==> src/rtl/psc_pkg.sv <==
// Package: chip states, config sources, carrier structs and timing constants for power-state control
package psc_pkg;

    // ************************************************************
    // Timing
    // ************************************************************
    localparam int unsigned CLK_FREQ_HZ = 40000000;
    localparam int unsigned DEBOUNCE_US = 100;
    localparam int unsigned DEBOUNCE_CYC = (DEBOUNCE_US * (CLK_FREQ_HZ / 1000000) < 1) ? 1 :
        DEBOUNCE_US * (CLK_FREQ_HZ / 1000000);
    localparam int unsigned DB_CNT_W = 16;
    localparam int unsigned OTP_LOAD_CYC = 4096;
    localparam int unsigned LOAD_CNT_W = 16;

    // ************************************************************
    // Reset values
    // ************************************************************
    localparam logic RST_CTL_N = 1'h0;
    localparam logic RST_RETAIN_N = 1'h1;

    // ************************************************************
    // Types
    // ************************************************************
    typedef enum logic [1:0] {
        ST_POR = 2'h0,
        ST_OFF = 2'h1,
        ST_RETAIN = 2'h2,
        ST_RUN = 2'h3
    } psc_state_e;

    typedef enum logic [1:0] {
        SRC_OTP = 2'h0,
        SRC_SPI = 2'h1,
        SRC_MCU = 2'h2
    } psc_src_e;

    typedef enum logic [1:0] {
        CF_IDLE = 2'h0,
        CF_LOAD = 2'h1,
        CF_DONE = 2'h2
    } psc_cfg_e;

    // Requests from the fabric port block while running
    typedef struct packed {
        logic fabric_pwr;
        logic pad_en;
        logic bram_en;
        logic pll_en;
        logic osc_en;
    } psc_fab_s;

    // Power and retention controls towards the analogue side
    typedef struct packed {
        logic array_pwr;
        logic cfg_keep;
        logic pll_en;
        logic osc_en;
        logic otp_en;
        logic bram_keep;
        logic bram_en;
        logic pad_hiz;
        logic pad_hold;
    } psc_ctl_s;

endpackage : psc_pkg

==> src/rtl/psc_sync_db.sv <==
// Two-flop synchroniser followed by a stable-count debouncer
`timescale 1ns/100ps
module psc_sync_db #(
    parameter logic RST_VAL = 1'h0,
    parameter int unsigned CYC = 4
) (
    // Clock and reset
    input wire logic clk_i,
    input wire logic rst_i,
    // Pin and filtered level
    input wire logic pin_i,
    output logic level_o
);
    logic meta_q;
    logic sync_q;
    logic [psc_pkg::DB_CNT_W-1:0] cnt_q;

    always_ff @(posedge clk_i) begin
        if (rst_i) begin
            meta_q <= RST_VAL;
            sync_q <= RST_VAL;
        end else begin
            meta_q <= pin_i;
            sync_q <= meta_q;
        end
    end

    // Level moves only after CYC equal samples, so a glitch never reaches the decoder
    always_ff @(posedge clk_i) begin
        if (rst_i) begin
            cnt_q <= '0;
            level_o <= RST_VAL;
        end else if (sync_q == level_o) begin
            cnt_q <= '0;
        end else if (cnt_q == psc_pkg::DB_CNT_W'(CYC - 1)) begin
            cnt_q <= '0;
            level_o <= sync_q;
        end else begin
            cnt_q <= cnt_q + 1'b1;
        end
    end
endmodule : psc_sync_db

==> src/rtl/psc_cfg_load.sv <==
// Configuration loader: fills volatile configuration from one-time store, SPI or MCU
`timescale 1ns/100ps
module psc_cfg_load #(
    parameter int unsigned OTP_CYC = 4096
) (
    // Clock and reset
    input wire logic clk_i,
    input wire logic rst_i,
    // Control
    input wire logic start_i,
    input wire logic abort_i,
    input wire psc_pkg::psc_src_e src_i,
    input wire logic ext_done_i,
    // Status
    output logic otp_rd_o,
    output logic busy_o,
    output logic done_o
);
    psc_pkg::psc_cfg_e st_q;
    logic [psc_pkg::LOAD_CNT_W-1:0] cnt_q;

    always_ff @(posedge clk_i) begin
        if (rst_i || abort_i) begin
            st_q <= psc_pkg::CF_IDLE;
            cnt_q <= '0;
        end else begin
            case (st_q)
                psc_pkg::CF_IDLE: begin
                    cnt_q <= '0;
                    if (start_i) begin
                        st_q <= psc_pkg::CF_LOAD;
                    end
                end
                psc_pkg::CF_LOAD: begin
                    if (src_i == psc_pkg::SRC_OTP) begin
                        // Fixed-length read of the whole store
                        if (cnt_q == psc_pkg::LOAD_CNT_W'(OTP_CYC - 1)) begin
                            st_q <= psc_pkg::CF_DONE;
                        end else begin
                            cnt_q <= cnt_q + 1'b1;
                        end
                    end else if (ext_done_i) begin
                        st_q <= psc_pkg::CF_DONE;
                    end
                end
                psc_pkg::CF_DONE: st_q <= psc_pkg::CF_DONE;
                default: st_q <= psc_pkg::CF_IDLE;
            endcase
        end
    end

    assign busy_o = (st_q == psc_pkg::CF_LOAD);
    // Store read stops in the cycle the state leaves run, in step with the store enable
    assign otp_rd_o = busy_o && !abort_i && (src_i == psc_pkg::SRC_OTP);
    assign done_o = (st_q == psc_pkg::CF_DONE);
endmodule : psc_cfg_load

==> src/rtl/psc_top.sv <==
// Power-state controller: decodes off/retain pins into chip states and gates power domains
//
// Behaviour
// - Off pin low forces off state: configuration lost, array power gated.
// - Off state disables PLL, oscillator and one-time store.
// - Off state discards block RAM unless keep-at-reset setting is one.
// - Off state tristates pads, no hold, unless pad hold setting is one.
// - Off high, retain low: retention, configuration kept, array power gated.
// - Retention keeps PLL, oscillator and one-time store disabled.
// - Retention keeps block RAM only when both bank-group enables are zero.
// - Retention drives pads out of high impedance and holds their values.
// - Both high: configure from store, SPI or MCU, then follow fabric port block.
// - Power-on reset holds device until both supplies are in range.
// - Power-on reset reasserts whenever either supply drops out of range.
// - Pads are high impedance while power-on reset is active.
// - One-time mode loads the design from the 384 kb store at power-up.
// - Fabric design lives in volatile registers filled from store or SPI.
`timescale 1ns/100ps
module psc_top #(
    parameter int unsigned OTP_LOAD_CYC = psc_pkg::OTP_LOAD_CYC
) (
    // Clock and reset
    input wire logic REF_CLK_I,
    input wire logic RST_I,
    // Control pins
    input wire logic OFF_CTL_N_I,
    input wire logic RETAIN_LOW_N_I,
    // Supply monitors
    input wire logic VIO_OK_I,
    input wire logic VCORE_OK_I,
    // Settings
    input wire logic BRAM_KEEP_AT_RST_I,
    input wire logic PAD_HOLD_I,
    input wire logic BRAM_LO_REG_EN_I,
    input wire logic BRAM_HI_REG_EN_I,
    input wire psc_pkg::psc_src_e CFG_SRC_I,
    input wire logic EXT_CFG_DONE_I,
    // Fabric port block requests
    input wire psc_pkg::psc_fab_s FAB_REQ_I,
    // Power and retention controls
    output psc_pkg::psc_ctl_s CTL_O,
    // Status
    output psc_pkg::psc_state_e STATE_O,
    output logic POR_ACTIVE_O,
    output logic CFG_LOADED_O,
    output logic OTP_READ_O,
    output logic SPI_PADS_CFG_O
);
    logic off_ctl_n;
    logic retain_low_n;
    logic vio_ok;
    logic vcore_ok;
    logic por_q;
    logic cfg_valid_q;
    logic cfg_start;
    logic cfg_busy;
    logic cfg_done;
    logic otp_rd;
    psc_pkg::psc_state_e state_q;
    psc_pkg::psc_state_e state_d;
    psc_pkg::psc_ctl_s ctl_d;

    // ************************************************************
    // Pin conditioning
    // ************************************************************
    // Debounce on both control pins
    psc_sync_db #(.RST_VAL(psc_pkg::RST_CTL_N), .CYC(psc_pkg::DEBOUNCE_CYC)) u_off_db (
        .clk_i(REF_CLK_I),
        .rst_i(RST_I),
        .pin_i(OFF_CTL_N_I),
        .level_o(off_ctl_n)
    );

    psc_sync_db #(.RST_VAL(psc_pkg::RST_RETAIN_N), .CYC(psc_pkg::DEBOUNCE_CYC)) u_ret_db (
        .clk_i(REF_CLK_I),
        .rst_i(RST_I),
        .pin_i(RETAIN_LOW_N_I),
        .level_o(retain_low_n)
    );

    // Supply flags are analogue and asynchronous; no debounce so a drop acts fast
    psc_sync_db #(.RST_VAL(1'h0), .CYC(1)) u_vio_sync (
        .clk_i(REF_CLK_I),
        .rst_i(RST_I),
        .pin_i(VIO_OK_I),
        .level_o(vio_ok)
    );

    psc_sync_db #(.RST_VAL(1'h0), .CYC(1)) u_vcore_sync (
        .clk_i(REF_CLK_I),
        .rst_i(RST_I),
        .pin_i(VCORE_OK_I),
        .level_o(vcore_ok)
    );

    // ************************************************************
    // Power-on reset
    // ************************************************************
    // Held until both rails good, reasserted on any drop
    always_ff @(posedge REF_CLK_I) begin
        if (RST_I) begin
            por_q <= 1'h1;
        end else begin
            por_q <= !(vio_ok && vcore_ok);
        end
    end

    // ************************************************************
    // Chip state
    // ************************************************************
    always_comb begin
        if (por_q) begin
            state_d = psc_pkg::ST_POR;
        end else if (!off_ctl_n) begin
            state_d = psc_pkg::ST_OFF;
        end else if (!retain_low_n) begin
            state_d = psc_pkg::ST_RETAIN;
        end else begin
            state_d = psc_pkg::ST_RUN;
        end
    end

    always_ff @(posedge REF_CLK_I) begin
        if (RST_I) begin
            state_q <= psc_pkg::ST_POR;
        end else begin
            state_q <= state_d;
        end
    end

    // ************************************************************
    // Configuration validity
    // ************************************************************
    // Volatile configuration: lost in off and reset, kept through retention
    always_ff @(posedge REF_CLK_I) begin
        if (RST_I) begin
            cfg_valid_q <= 1'h0;
        end else if (state_q == psc_pkg::ST_POR || state_q == psc_pkg::ST_OFF) begin
            cfg_valid_q <= 1'h0;
        end else if (cfg_done) begin
            cfg_valid_q <= 1'h1;
        end
    end

    // Load starts on entering run with no valid configuration
    assign cfg_start = (state_q == psc_pkg::ST_RUN) && !cfg_valid_q && !cfg_busy;

    psc_cfg_load #(.OTP_CYC(OTP_LOAD_CYC)) u_load (
        .clk_i(REF_CLK_I),
        .rst_i(RST_I),
        .start_i(cfg_start),
        .abort_i(state_q != psc_pkg::ST_RUN),
        .src_i(CFG_SRC_I),
        .ext_done_i(EXT_CFG_DONE_I),
        .otp_rd_o(otp_rd),
        .busy_o(cfg_busy),
        .done_o(cfg_done)
    );

    // ************************************************************
    // Domain controls
    // ************************************************************
    always_comb begin
        ctl_d = '0;
        case (state_q)
            psc_pkg::ST_POR: begin
                ctl_d.pad_hiz = 1'h1;
            end
            psc_pkg::ST_OFF: begin
                // Array gated, config dropped; PLL, oscillator, store off
                ctl_d.bram_keep = BRAM_KEEP_AT_RST_I;
                ctl_d.pad_hiz = !PAD_HOLD_I;
                ctl_d.pad_hold = PAD_HOLD_I;
            end
            psc_pkg::ST_RETAIN: begin
                ctl_d.cfg_keep = 1'h1;
                // Clock sources and store remain off
                ctl_d.bram_keep = !BRAM_LO_REG_EN_I && !BRAM_HI_REG_EN_I;
                ctl_d.pad_hiz = 1'h0;
                ctl_d.pad_hold = 1'h1;
            end
            psc_pkg::ST_RUN: begin
                ctl_d.cfg_keep = 1'h1;
                ctl_d.otp_en = otp_rd;
                if (cfg_valid_q) begin
                    // Fabric port block owns the domains once configured
                    ctl_d.array_pwr = FAB_REQ_I.fabric_pwr;
                    ctl_d.pll_en = FAB_REQ_I.pll_en;
                    ctl_d.osc_en = FAB_REQ_I.osc_en;
                    ctl_d.bram_en = FAB_REQ_I.bram_en;
                    ctl_d.bram_keep = 1'h1;
                    ctl_d.pad_hiz = !FAB_REQ_I.pad_en;
                end else begin
                    // Array powered for loading; pads stay tristated until configured
                    ctl_d.array_pwr = 1'h1;
                    ctl_d.osc_en = 1'h1;
                    ctl_d.pad_hiz = 1'h1;
                end
            end
            default: begin
                ctl_d.pad_hiz = 1'h1;
            end
        endcase
    end

    always_ff @(posedge REF_CLK_I) begin
        if (RST_I) begin
            CTL_O <= '{pad_hiz: 1'h1, default: 1'h0};
        end else begin
            CTL_O <= ctl_d;
        end
    end

    // ************************************************************
    // Status
    // ************************************************************
    always_ff @(posedge REF_CLK_I) begin
        if (RST_I) begin
            POR_ACTIVE_O <= 1'h1;
            CFG_LOADED_O <= 1'h0;
            OTP_READ_O <= 1'h0;
            SPI_PADS_CFG_O <= 1'h0;
        end else begin
            POR_ACTIVE_O <= por_q;
            CFG_LOADED_O <= cfg_valid_q;
            OTP_READ_O <= otp_rd;
            // Host owns SPI pads during an SPI or MCU load
            SPI_PADS_CFG_O <= cfg_busy && (CFG_SRC_I != psc_pkg::SRC_OTP);
        end
    end

    assign STATE_O = state_q;
endmodule : psc_top

==> config.mk <==
export PLATFORM = sky130hd
export DESIGN_NAME = psc_top
export DESIGN_NICKNAME = d
export VERILOG_FILES = /design/src/rtl/psc_pkg.sv /design/src/rtl/psc_sync_db.sv /design/src/rtl/psc_cfg_load.sv /design/src/rtl/psc_top.sv
export SDC_FILE = /design/constraint.sdc
export NUM_CORES = 1
export LEC_CHECK = 0
export BUFFER_PORTS_ARGS = -buffer_cell sky130_fd_sc_hd__buf_2
export CORE_UTILIZATION = 60
export DETAILED_ROUTE_END_ITERATION = 10
export GPL_TIMING_DRIVEN = 0
export MAX_ROUTING_LAYER = met4
export PLACE_DENSITY = 0.91
export SETUP_SLACK_MARGIN = 0.3
export SLEW_MARGIN = 20
export SYNTH_ARGS = -nofsm -noshare
export SYNTH_HDL_FRONTEND = slang
export SYNTH_SLANG_ARGS = --single-unit
==> constraint.sdc <==
create_clock -name REF_CLK_I -period 2.3 [get_ports REF_CLK_I]
set_input_delay 0.345 -clock REF_CLK_I [delete_from_list [all_inputs] [get_ports REF_CLK_I]]
set_output_delay 0.345 -clock REF_CLK_I [all_outputs]
set_load 0.01 [all_outputs]
## Yosys cells after proc, flatten, opt, wreduce, memory -nomap -nowiden

Index checks and enable logic that the tools add are counted.
W data, S select, Z words.

| storage, ports and cells | value |
|---|---|
| output and inout bits | 15 |
| bits in read-only memories | 0 |
| register bits | 111 |
| memories | 0 |
| input port bits | 18 |
| latch bits | 0 |
| memory bits (writable) | 0 |

| cells by class | value |
|---|---|
| bitwise logic cells | 7 |
| multipliers | 0 |
| shifts and indexed selects | 0 |
| muxes and demuxes | 18 |
| add/sub/neg operators | 5 |
| reductions and logical operators | 40 |
| divide/modulo/power cells | 0 |
| eq/ne operators | 18 |
| magnitude comparators | 0 |

Operator list:

| cell | count |
|---|---|
| $add A16 B1 Y16 const B | 5 |
| $eq A16 B12 Y1 const B | 3 |
| $logic_not A16 Y1 | 2 |
| $mux W16 | 2 |
| $pmux W16 S2 | 1 |
| $reduce_or A3 Y1 | 6 |
| $mux W2 | 5 |
| $logic_not A1 Y1 | 8 |
| $reduce_and A2 Y1 | 4 |
| $reduce_or A2 Y1 | 4 |
| $logic_and A1 B1 Y1 | 7 |
| $not A1 Y1 | 7 |
| $eq A2 B2 Y1 const B | 3 |
| $logic_not A2 Y1 | 3 |
| $mux W1 | 6 |
| $ne A2 B2 Y1 const B | 3 |
| $ne A3 B2 Y1 const B | 2 |
| $pmux W2 S3 | 1 |
| $reduce_and A3 Y1 | 2 |
| $eq A1 B1 Y1 | 4 |
| $eq A2 B1 Y1 const B | 2 |
| $pmux W1 S4 | 1 |
| $reduce_bool A2 Y1 | 2 |
| $pmux W1 S3 | 1 |
| 3 further kinds | 4 |

## Logic depth before layout (Yosys ltp)

| depth | value |
|---|---|
| depth after elaboration | 5 |
| mapped depth | 7 |
| mapped depth without buffers | 6 |

## Modules after synthesis

Synthesis repeated with hierarchy kept, for this count alone.

| unflattened totals | value |
|---|---|
| cell total of the unflattened synthesis | 538 |
| area total of the unflattened synthesis | 4,988.5 um2 |

By module, submodules not included:

| module | instances | cells each | area an instance (um2) |
|---|---|---|---|
| psc_sync_db at u_vcore_sync ... | 2 | 88 | 837.1 |
| psc_cfg_load | 1 | 125 | 1,041.0 |
| psc_sync_db at u_off_db | 1 | 88 | 842.1 |
| psc_sync_db at u_ret_db | 1 | 90 | 814.5 |
| psc_top | 1 | 59 | 616.8 |

## Worst setup path before layout

Ideal clock, no wire load.

| timing path | value |
|---|---|
| path kind | reg-to-reg |
| from | reg u_load.st_q[1] |
| to | reg u_load.cnt_q[15] in the netlist's numbering |
| stages on the path, launching flop included | 8 |
| slack | 0.344 ns |
| arrival time | 1.865 ns |
| cells stage by stage | dfxtp_1 > inv_1 > ha_1 > or3b_2 > clkbuf_1 > nor3_1 > a31oi_1 > a311oi_1 |

| between the ends | value |
|---|---|
| word-level cells in the longest chain between the ends | 3 |
| elaborated cells on any way between the ends | 7 |

RTL lines:

| item | RTL line | RTL |
|---|---|---|
| start: declaration | psc_cfg_load.sv:19 | `psc_pkg::psc_cfg_e st_q;` |
| start signal: assignment | psc_cfg_load.sv:24 | `st_q <= psc_pkg::CF_IDLE;` |
| start signal: assignment | psc_cfg_load.sv:31 | `st_q <= psc_pkg::CF_LOAD;` |
| start signal: assignment | psc_cfg_load.sv:38 | `st_q <= psc_pkg::CF_DONE;` |
| $eq A2 B1 Y1 or $logic_not A2 Y1 (tied branches) | psc_cfg_load.sv:27 | `case (st_q)` |
| $ne A2 B2 Y1 (no source line), or another cell as far along | - |  |
| $reduce_and A3 Y1 (no source line) | - |  |
| end signal: assignment | psc_cfg_load.sv:40 | `cnt_q <= cnt_q + 1'b1;` |
| end: declaration | psc_cfg_load.sv:20 | `logic [psc_pkg::LOAD_CNT_W-1:0] cnt_q;` |

Several ways; a longest one is shown, not always the timed one.
A chain may end at the register's enable or synchronous reset.

## Worst setup path after layout

| timing path | value |
|---|---|
| from | reg u_load.st_q[0] |
| to | reg u_load.cnt_q[6] in the netlist's numbering |

The elaborated chain is that of the path after synthesis.

==> flow_summary.json <==
{
  "status": "completed",
  "synthTopCellsByArea": "dfxtp_1 (45%), xor2_1 (5.7%), nor2_1 (5.7%)",
  "place_ws_ns": 0.0749,
  "holdPathEnd": "u_ret_db.meta_q",
  "yosys.area_share.adder_pct": 3.83,
  "rsz0062_at_grt": "false",
  "fin_skew_ns": 0.00972,
  "drc_errors": 0,
  "synth-edff-count": 0,
  "synth_nets": 576,
  "min_period_ns": 1.96,
  "clockBufferDepth": 2,
  "powerDensity_mw_per_mm2": 564,
  "grt_start_max_net_pins": 19,
  "finalSetupTns_ns": 0,
  "antenna_cells": 0,
  "clkTransAtPathRegs_ns": 0.10,
  "cts_tree": "done",
  "synth.largest_area_cell": "dfxtp_1",
  "vias_per_cell": 5.82,
  "vias": 4077,
  "max_freq_mhz": 509,
  "rows": 32,
  "synth_compound_area_share_pct": 9.39,
  "synthDistinctLibCells": 54,
  "critPathKind": "reg2reg",
  "synth-xor-area-share_pct": 9.29,
  "cp.required_ns": 2.56,
  "p_leak_nw": 1.96,
  "yosys.area_share.simple_pct": 27.5,
  "synth_top_family_by_area": "simple AND/OR/NAND/NOR gates",
  "wirelength_um": 10200,
  "final_nets": 626,
  "yosysWarnings": 0,
  "arrival_ns": 2.23,
  "worstReg2RegEnd": "u_load.cnt_q[6]",
  "vdd_ir_drop_max_mv": 0.489,
  "hold_depth": 2,
  "drtIter0Drc": 200,
  "grt_pass1_vias": 3902,
  "dieWidth_um": 92.4,
  "slew_headroom_pct": 63.8,
  "postRouteAntennaNets": 0,
  "synthMuxAreaShare_pct": 1.23,
  "syn_area_per_cell_um2": 9.03,
  "wl_per_cell_um": 14.6,
  "chipHeight_um": 92.4,
  "ys_seq_area_share_pct": 45.3,
  "clock_latency_ns": 0.37,
  "slew_viol_final": 0,
  "syn-instance-count": 543,
  "yosysTopAreaCellShare_pct": 45.3,
  "worst_pin_slew_ns": 0.538,
  "r2r.worst_path.cells": 6,
  "cts_made_buffers": 9,
  "ys_ff_latch": 111,
  "overflow": 0,
  "core_region_area_mm2": 0.00781,
  "antenna_found_initial": 0,
  "cap_violations": 0,
  "syn_to_final_growth_pct": 13.2,
  "hold_viol": 0,
  "globalplace.congestion": 0.909,
  "nFillCells": 560,
  "end_kind": "register",
  "drtPass1Iterations": 5,
  "worst-r2r-setup-slack_ns": 0.34,
  "worstPathMaxFanout": 7,
  "hold_path_startpoint": "RETAIN_LOW_N_I",
  "synth_flop_cell": "dfxtp_1",
  "dieArea_mm2": 0.00854,
  "root_buffer": "clkbuf_8",
  "grt_usage_pct": 26.1,
  "reg2reg_from": "u_load.st_q[0]",
  "synth_area_mm2": 0.00490,
  "hp-class": "in2reg",
  "dpl.hpwl_um": 7120,
  "cts.sinks": 111,
  "ios": 33,
  "setup_violations": 0,
  "critPathLaunchType": "register",
  "min_period_over_period_pct": 85.4,
  "grt_pass1_wl_um": 17500,
  "start_util_pct": 62.8,
  "drive_gt1_share_pct": 15.9,
  "port_buffers": 31,
  "postSynth.asyncResetShare_pct": 0,
  "htreeDepth": 3,
  "fin_ws_ns": 0.335
}
worst max-delay path, cell delays in order (launching register included):
cell and delay [ns]:
dfxtp_1 0.43, ha_4 0.20, or3b_2 0.44, clkbuf_4 0.21, a41oi_2 0.22, nand2_1 0.12
o221a_2 0.25
cells by family after synthesis:
kind of cell / after synthesis
mux: 6
buf+inv: 42
compound gates: 62
flops: 111
fa+ha+maj: 15
simple gates: 255
xor+xnor: 52
worst max-delay path by stage:
stage                        start  slack [ns]          endpoint
finish              u_load.st_q[0]        0.34   u_load.cnt_q[6]
global route        u_load.st_q[0]        0.31   u_load.cnt_q[6]
CTS                 u_load.st_q[1]        0.27  u_load.cnt_q[14]
detailed placement  u_load.st_q[1]        0.07  u_load.cnt_q[14]
global placement    u_load.st_q[1]        0.17  u_load.cnt_q[15]
floorplan           u_load.st_q[1]        0.34  u_load.cnt_q[15]
sequential cells by signal (all words and copies together) (netlist names), 2 cells and up:
register / count
u_vio_sync.cnt_q: 16
u_vcore_sync.cnt_q: 16
u_load.st_q: 2
u_off_db.cnt_q: 16
STATE_O: 2
u_ret_db.cnt_q: 16
u_load.cnt_q: 16
CTL_O: 9
repair_timing:
action,4_1_cts,5_1_grt
pin swaps,7,1
cloned,1,0
setup buffers,6,1
hold buffers,0,0
resized for setup,19,19
endpoints found under the setup margin,26,58
layout make-up:
| class | instances | area, um^2 | area share (%) |
|---|---|---|---|
| well taps | 102 | 128 | 2.30 |
| clock inverters | 5 | 61.3 | 1.10 |
| plain buffers | 21 | 98.8 | 1.78 |
| clock buffers | 11 | 131 | 2.37 |
| flip-flops and latches | 111 | 2230 | 40.2 |
| repair buffers | 39 | 216 | 3.90 |
| inverters | 21 | 78.8 | 1.42 |
| multi-input cells | 390 | 2610 | 47.0 |
metal layers:
metal,up-vias,wire length [um],global-route usage (%),part of all wire (%)
met5,-,0,-,0
met4,0,314,11.6,3.1
met1,1888,4450,31.7,44
met2,137,4930,41.7,48
li1,2019,-,-,-
met3,33,487,5.58,4.8
through the flow:
step / cells / instance area [um^2] / utilization [%] / hold slack (ns) / power [mW]
5_1_grt: 700 / 5550 / 71.1 / 0.141 / 3.24
2_1_floorplan: 543 / 4900 / - / 0.389 / 2.00
4_1_cts: 699 / 5500 / 70.5 / 0.140 / 3.15
3_3_place_gp: 676 / 5180 / 66.4 / 0.393 / 2.02
3_5_place_dp: 676 / 5180 / 66.4 / 0.403 / 2.02
6_report: 700 / 5550 / 71.1 / 0.151 / 3.13
cells in the final DEF, fill, tap and decap left out, drive strengths merged, types with 4 or more instances in the layout:
cell,n
nor2,74
dfxtp,111
a21oi,17
xnor2,20
o211ai,5
a31o,4
nor4,14
nand3,31
mux2i,6
nand4,22
or2,4
nand2b,7
or4,4
clkbuf,29
nor3,11
ha,15
o21ai,7
and2,5
buf,42
nand2,31
a311oi,6
inv,23
and4,11
nor2b,8
a31oi,4
and3,12
xor2,32
or3,9
cells in the mapped netlist (2+ instances only):
cell and n:
nand2b_1 6, o31ai_1 2, o21ai_0 7, inv_1 20, nor3_1 11, nor2_1 74
and4_1 11, nor4bb_1 2, clkbuf_1 18, nor4b_1 2, nand4_1 22, or2_2 4
nor4_1 14, nand3_1 31, dfxtp_1 111, and3_1 12, a31o_2 4, a41oi_1 2
nor2b_1 8, nand3b_1 3, or4_1 3, ha_1 15, xnor2_1 20, a311oi_1 6
xor2_1 32, a31oi_1 4, a21oi_1 17, o21ba_2 3, and2_1 5, mux2i_1 6
o41ai_1 2, nand2_1 31, or3_1 9, o211ai_1 5, nor3b_1 2
power breakdown:
part	switching, mW	internal [mW]
Clock	0.636	0.515
Sequential	0.00466	1.93
Combinational	0.0253	0.0221
Total	0.666	2.47
No activity file was read; power rests on OpenSTA's default activity.
